File: src/common/itra_map.vh
// Constants for the I2C target register access block.
`ifndef ITRA_MAP_VH
`define ITRA_MAP_VH

// Fixed upper address bits and broadcast address.
`define ITRA_ADDR_PREFIX 4'h9
`define ITRA_BCAST_ADDR 7'h47
`define ITRA_GCALL_ADDR 7'h00
`define ITRA_GCALL_RESET 8'h06

// Register command codes (register index); values are a local choice.
`define ITRA_CMD_NULL 8'h00
`define ITRA_CMD_CH0_UPPER 8'h01
`define ITRA_CMD_CH1_UPPER 8'h02
`define ITRA_CMD_CH2_UPPER 8'h03
`define ITRA_CMD_CH0_LOWER 8'h04
`define ITRA_CMD_CH1_LOWER 8'h05
`define ITRA_CMD_CH2_LOWER 8'h06
`define ITRA_NUM_REGS 7

// Register reset value.
`define ITRA_REG_RESET 16'h0000

// Strap encodings of the low address bits.
`define ITRA_STRAP_GND 3'h0
`define ITRA_STRAP_VDD 3'h1
`define ITRA_STRAP_SDA 3'h2
`define ITRA_STRAP_SCL 3'h3

// Cycles of a single write update and bus rate limits.
`define ITRA_UPDATE_SCL_CYCLES 36
`define ITRA_FM_RATE_KSPS 10
`define ITRA_FMP_RATE_KSPS 25

`endif

File: src/verilog/itra_regfile.v
// Register file of the 16-bit margin code registers.
`timescale 1ns/1ps
`include "itra_map.vh"

module itra_regfile #(
    parameter NREG = `ITRA_NUM_REGS
) (
    // Clock and reset
    input wire mclk_i,
    input wire rst_i,
    // Write port
    input wire wr_i,
    input wire [7:0] waddr_i,
    input wire [15:0] wdata_i,
    // Read port
    input wire [7:0] raddr_i,
    output reg [15:0] rdata_o,
    // Flat register contents
    output wire [16*NREG-1:0] regs_o
);

    reg [15:0] mem_r [0:NREG-1];
    integer k;

    genvar g;
    generate
        for (g = 0; g < NREG; g = g + 1) begin : flat
            assign regs_o[16*g+15:16*g] = mem_r[g];
        end
    endgenerate

    // The null command and unknown codes store nothing and read zero.
    always @(posedge mclk_i) begin
        if (rst_i) begin
            for (k = 0; k < NREG; k = k + 1) begin
                mem_r[k] <= `ITRA_REG_RESET;
            end
        end else if (wr_i && waddr_i != `ITRA_CMD_NULL &&
                     waddr_i < NREG) begin
            mem_r[waddr_i[2:0]] <= wdata_i;
        end
    end

    always @* begin
        if (raddr_i != `ITRA_CMD_NULL && raddr_i < NREG) begin
            rdata_o = mem_r[raddr_i[2:0]];
        end else begin
            rdata_o = 16'h0000;
        end
    end

endmodule

File: src/verilog/itra_target.v
// I2C target front end with register access for a three-channel AFE.
`timescale 1ns/1ps
`include "itra_map.vh"

module itra_target #(
    parameter NREG = `ITRA_NUM_REGS
) (
    // Clock and reset
    input wire mclk_i,
    input wire rst_i,
    // I2C bus, sampled synchronously
    input wire scl_i,
    input wire sda_i,
    output reg sda_o,
    output reg sda_oe_n_o,
    // Address strap, already decoded to two bits
    input wire [1:0] address_strap_pin_i,
    // Register contents and events
    output wire [16*NREG-1:0] regs_o,
    output reg update_o,
    output reg soft_reset_o
);

    // ****************************************************************
    // States
    // ****************************************************************
    localparam ST_IDLE = 3'h0;
    localparam ST_ADDR = 3'h1;
    localparam ST_CMD = 3'h2;
    localparam ST_WUP = 3'h3;
    localparam ST_WLO = 3'h4;
    localparam ST_TX = 3'h5;
    localparam ST_GC = 3'h6;
    localparam ST_IGN = 3'h7;

    reg [2:0] st_r;
    reg scl_d_r;
    reg sda_d_r;
    reg [3:0] bit_r;
    reg [7:0] sh_r;
    reg ack_r;
    reg txb_r;
    reg [2:0] strap_r;
    reg [7:0] cmd_r;
    reg [7:0] upper_r;
    reg wr_r;
    wire [15:0] rdata;

    wire scl_rise = scl_i & ~scl_d_r;
    wire scl_fall = ~scl_i & scl_d_r;
    wire start_c = scl_i & scl_d_r & sda_d_r & ~sda_i;
    wire stop_c = scl_i & scl_d_r & ~sda_d_r & sda_i;
    wire [7:0] rx = {sh_r[6:0], sda_i};

    // ****************************************************************
    // Address match
    // ****************************************************************
    function own_match;
        input [6:0] a;
        input [2:0] s;
        begin
            own_match = (a[6:3] == `ITRA_ADDR_PREFIX) &&
                        (a[2:0] == s);
        end
    endfunction

    itra_regfile #(.NREG(NREG)) u_regs (
        .mclk_i(mclk_i),
        .rst_i(rst_i | soft_reset_o),
        .wr_i(wr_r),
        .waddr_i(cmd_r),
        .wdata_i({upper_r, sh_r}),
        .raddr_i(cmd_r),
        .rdata_o(rdata),
        .regs_o(regs_o)
    );

    // ****************************************************************
    // Byte engine
    // ****************************************************************
    // Bit counter runs 0..7 for data bits and 8 for the ack slot.
    // A start loads 15 so that its own SCL fall wraps the count to 0.
    always @(posedge mclk_i) begin
        scl_d_r <= scl_i;
        sda_d_r <= sda_i;
        wr_r <= 1'b0;
        update_o <= 1'b0;
        soft_reset_o <= 1'b0;
        if (rst_i) begin
            st_r <= ST_IDLE;
            bit_r <= 4'h0;
            sh_r <= 8'h00;
            ack_r <= 1'b0;
            txb_r <= 1'b0;
            strap_r <= `ITRA_STRAP_GND;
            cmd_r <= `ITRA_CMD_NULL;
            upper_r <= 8'h00;
            sda_o <= 1'b1;
            sda_oe_n_o <= 1'b1;
            scl_d_r <= 1'b1;
            sda_d_r <= 1'b1;
        end else if (start_c) begin
            st_r <= ST_ADDR;
            bit_r <= 4'hF;
            ack_r <= 1'b0;
            sda_oe_n_o <= 1'b1;
        end else if (stop_c) begin
            st_r <= ST_IDLE;
            sda_oe_n_o <= 1'b1;
        end else if (st_r != ST_IDLE && st_r != ST_IGN) begin
            if (scl_rise && bit_r != 4'h8) begin
                sh_r <= rx;
                if (st_r == ST_ADDR && bit_r == 4'h0) begin
                    // Strap input is latched at the first bit of each address byte.
                    strap_r <= {1'b0, address_strap_pin_i};
                end
            end
            if (scl_rise && bit_r == 4'h8 && txb_r && sda_i) begin
                // Controller NACK ends the read data phase.
                st_r <= ST_IGN;
            end
            if (scl_fall) begin
                if (bit_r == 4'h7) begin
                    bit_r <= 4'h8;
                    ack_r <= 1'b0;
                    sda_oe_n_o <= 1'b1;
                    if (!txb_r) begin
                        case (st_r)
                            ST_ADDR: begin
                                if (own_match(sh_r[7:1], strap_r) ||
                                    (sh_r[7:1] == `ITRA_BCAST_ADDR &&
                                     !sh_r[0]) ||
                                    (sh_r == {`ITRA_GCALL_ADDR, 1'b0})) begin
                                    ack_r <= 1'b1;
                                end
                            end
                            ST_GC: ack_r <= (sh_r == `ITRA_GCALL_RESET);
                            default: ack_r <= 1'b1;
                        endcase
                    end
                end else if (bit_r == 4'h8) begin
                    bit_r <= 4'h0;
                    sda_oe_n_o <= 1'b1;
                    if (txb_r) begin
                        // Next read byte is the lower byte.
                        upper_r <= rdata[7:0];
                        sda_o <= rdata[7];
                        sda_oe_n_o <= rdata[7];
                        st_r <= ST_TX;
                    end else if (!ack_r) begin
                        st_r <= ST_IGN;
                    end else begin
                        case (st_r)
                            ST_ADDR: begin
                                if (sh_r == {`ITRA_GCALL_ADDR, 1'b0}) begin
                                    st_r <= ST_GC;
                                end else if (sh_r[0]) begin
                                    txb_r <= 1'b1;
                                    st_r <= ST_TX;
                                    upper_r <= rdata[15:8];
                                    sda_o <= rdata[15];
                                    sda_oe_n_o <= rdata[15];
                                end else begin
                                    st_r <= ST_CMD;
                                end
                            end
                            ST_CMD: begin
                                cmd_r <= sh_r;
                                st_r <= ST_WUP;
                            end
                            ST_WUP: begin
                                upper_r <= sh_r;
                                st_r <= ST_WLO;
                            end
                            ST_WLO: begin
                                wr_r <= 1'b1;
                                update_o <= 1'b1;
                                st_r <= ST_WUP;
                            end
                            ST_GC: st_r <= ST_IGN;
                            default: st_r <= ST_IGN;
                        endcase
                    end
                end else begin
                    bit_r <= bit_r + 4'h1;
                    if (txb_r) begin
                        sda_o <= upper_r[3'h6 - bit_r[2:0]];
                        sda_oe_n_o <= upper_r[3'h6 - bit_r[2:0]];
                    end
                end
            end
            if (scl_fall && bit_r == 4'h7 && !txb_r) begin
                // Acknowledge slot: drive low through the ninth high.
                sda_o <= 1'b0;
                sda_oe_n_o <= 1'b1;
            end
            // The ack is let go at the ninth fall so the next bit is free.
            if (bit_r == 4'h8 && ack_r && !txb_r && !scl_fall) begin
                sda_o <= 1'b0;
                sda_oe_n_o <= 1'b0;
            end
            if (scl_rise && bit_r == 4'h8 && st_r == ST_GC && ack_r) begin
                // Soft reset fires on the rise of the reset command's ack.
                soft_reset_o <= 1'b1;
            end
        end
        if (!rst_i && start_c) begin
            txb_r <= 1'b0;
        end
    end

endmodule
File: config.mk
export PLATFORM = sky130hd
export DESIGN_NAME = itra_target
export DESIGN_NICKNAME = d
export VERILOG_FILES = /design/src/verilog/itra_regfile.v /design/src/verilog/itra_target.v
export VERILOG_INCLUDE_DIRS = /design/src /design/src/common
export SDC_FILE = /design/constraint.sdc
export NUM_CORES = 1
export LEC_CHECK = 0
export ABC_AREA = 1
export BUFFER_PORTS_ARGS = -buffer_cell sky130_fd_sc_hd__buf_4
export CAP_MARGIN = 25
export CORE_ASPECT_RATIO = 0.6
export CORE_MARGIN = 8
export CORE_UTILIZATION = 57
export DETAILED_ROUTE_END_ITERATION = 10
export GPL_TIMING_DRIVEN = 1
export PLACE_DENSITY_LB_ADDON = 0.12
export SYNTH_ARGS = -nofsm -noshare
export SYNTH_HDL_FRONTEND = slang
export SYNTH_SLANG_ARGS = --single-unit
File: constraint.sdc
create_clock -name mclk_i -period 4 [get_ports mclk_i]
set_input_delay 0.2 -clock mclk_i [delete_from_list [all_inputs] [get_ports mclk_i]]
set_output_delay 0.2 -clock mclk_i [all_outputs]
set_load 0.005 [all_outputs]
==> run metrics <==
commonest cells after routing, fill and taps aside nor2_1, nand2_1, buf_4; CTS tree built; Final HPWL DP roughly 17000 um; P&R area growth vs syn 22.5%; Worst path slowest cell nand2_1; global-route wire length before repair 36900 um; Clock Skews approximately 0.012 ns; DRC Markers 0; crit path max fanout 18; final-stage net count between 1000 and 1500; commonest non-fill, non-tap cell in the layout nor2_1; number of flops mapped to enable cells by yosys between 100 and 150; Mapped Avg Cell Area 8.76 um2; post-route minimum period about 2.8 ns; Setup Fix Bufs, Post-CTS 0; outcome complete, no violations; Die Y between 100 and 150 um; synth unique cells 38; peak supply drop 268 uV; gpl congestion slightly below 1; CTS Sinks ~170; # fillers between 1000 and 1500; Critical Path RT roughly 4.1 ns; Hold Path Class in2reg; Final period util between 70% and 80%; post-route ant nets 0; antenna violations before repair 0; CP startpoint kind flop; vias per std cell slightly below 6; Slew Limit Fails 0; CTS clock-pin slew for the worst setup and hold paths ~0.070 ns; I/O pin cnt ~120; share of cells above drive strength 1 about 17%; largest net degree at the start of global routing 65; Final TNS setup 0 ns; GRT Overall Usage 27.4%; grt ovf 0; RSZ-0062 raised after global routing no; number of global-route vias before repair about 6400; Slew @ Worst Pin between 1 and 1.5 ns; Max-Cap Viols 0; sequential area share after synthesis about three fifths; FF+latch count, synth ~170; count of final setup violators 0; type of the worst setup path reg2reg; Final Core Density 70.2%; number of port buffers 121; # resized after CTS 0; # diodes 0; WP data arrival between 2 and 3 ns; critical path cell sequence inv_2 -> nand3_1 -> nand2_2 -> nor2_4 -> nand3_4 -> inv_1 -> nand4_2 -> nand2_1; Initial Utilization 57.3%; cell count after synthesis a little under 900; average wire per standard cell ~20 um; Rows 33; Core Region about 13000 um2; Post-Route WL ~24000 um; highest clock rate about 350 MHz; Synth Cell Area 7690 um2; Clock Tree Root clkbuf_16; H-Tree Depth 4; die area 17600 um2; slowest stage delay, CP 0.71 ns; placed cells between 1000 and 1500; endpoint class of the critical path flop; Num CTS Buffers 17; chip width ~170 um; Worst-Skew Late Latency between 0.4 and 0.5 ns; drt first pass iters 6; ys flop type edfxtp_1; Leak ~3.7 nW; relative slew slack 31.2%; Vias approximately 7000; initial DRC count about 1100; Synth warnings 0; Fin. Hold Viols 0; ys async rst share 0%; maximum clock insertion buffer count 2; Post-Layout Cell Count ~1200; Cell Pwr Density 412 nW/um2
-- critical path, delay by kind of cell, from the launching register on --
kind,cells,cell delay (ns)
and+or+nand+nor,6,1.69
DFF,1,0.46
buffers and inverters,2,0.29
-- state kept, by name, summed over array words and instances (netlist names), named ones only --
name / flops
wr_r: 1
sda_o: 1
u_regs.mem_r: 128
ack_r: 1
upper_r: 8
sh_r: 8
sda_d_r: 1
scl_d_r: 1
sda_oe_n_o: 1
cmd_r: 8
soft_reset_o: 1
txb_r: 1
bit_r: 4
st_r: 3
strap_r: 2
-- final timing paths --
check,endpoint,cells after the start,start,slack [ns]
worst min-delay path,bit_r[0],2,rst_i,0.008
worst max register to register,u_regs.mem_r[1][6],8,cmd_r[2],1.18
worst min register to register,sda_oe_n_o,2,sda_oe_n_o,0.47
worst max-delay path,u_regs.mem_r[1][6],8,cmd_r[2],1.18
-- timing repair --
| action | in CTS | in global routing |
|---|---|---|
| hold endpoints to repair | 2 | 0 |
| endpoints found under the setup margin | 0 | 0 |
| hold buffers | 2 | 0 |
-- where the power goes --
group | switching [mW] | internal (mW)
Combinational | 0.133 | 0.0993
Clock | 0.763 | 0.884
Sequential | 0.0473 | 1.95
-- through the flow --
stage               hold slack, ns  power [mW]  setup WS (ns)  area [um2]
floorplan                    0.308        2.12          0.958        7810
CTS                     0.00000755        3.88           1.20        9420
global placement             0.419        2.26           1.32        8830
detailed placement           0.428        2.26           1.24        8830
finish                     0.00762        3.88           1.18        9420
global route               0.00245        3.98          0.934        9420
-- cells in the mapped netlist (2+ instances only) --
cell type    n  share of area (%)
edfxtp_1   112                 44
nor4_1       2               0.16
nand2_2      3               0.24
clkinv_1     7               0.34
nand3_1     63                4.1
nand4_1      4               0.33
ha_1         2               0.33
a221oi_1     2               0.23
o22ai_1      4               0.33
nor3_1      15               0.98
clkbuf_1    26                1.3
inv_2        3               0.15
buf_1        6               0.29
dfxtp_1     60                 16
buf_2        6               0.39
nor2_1     191                9.3
o21ai_0     84                5.5
nand2_1    135                6.6
o211ai_1     4               0.39
a21oi_1     72                4.7
nor2_2       2               0.16
nor2_4       2               0.29
nand4_2      2               0.33
inv_1       57                2.8
-- layout make-up --
class / instances / area [um2] / area share, %
Multi-Input combinational cell: 630 / 2830 / 30.0
Clock inverter: 14 / 146 / 1.55
Inverter: 67 / 251 / 2.67
Tap cell: 175 / 219 / 2.32
Clock buffer: 18 / 429 / 4.55
Timing Repair Buffer: 130 / 981 / 10.4
Sequential cell: 172 / 4570 / 48.4
-- kinds of logic (layout without fill, tap and decap cells) --
group / Yosys count / count (layout) / synth area share [%]
compound gates: 172 / 172 / 11.7
xor+xnor: 1 / 1 / 0.114
fa+ha+maj: 2 / 2 / 0.325
buf+inv: 107 / 229 / 5.47
flops: 172 / 172 / 59.3
other cells: 1 / 32 / 0.0487
simple gates: 423 / 423 / 23.0
-- routing by layer --
layer  up-vias  track usage, %  share of wire [%]
met5         -               0                  0
met4         0            7.49                1.7
met3        42            11.9                 16
met2       485            37.7                 40
met1      3239            38.4                 42
li1       3214               -                  -
Note: power is estimated with default switching activity, not from simulation.
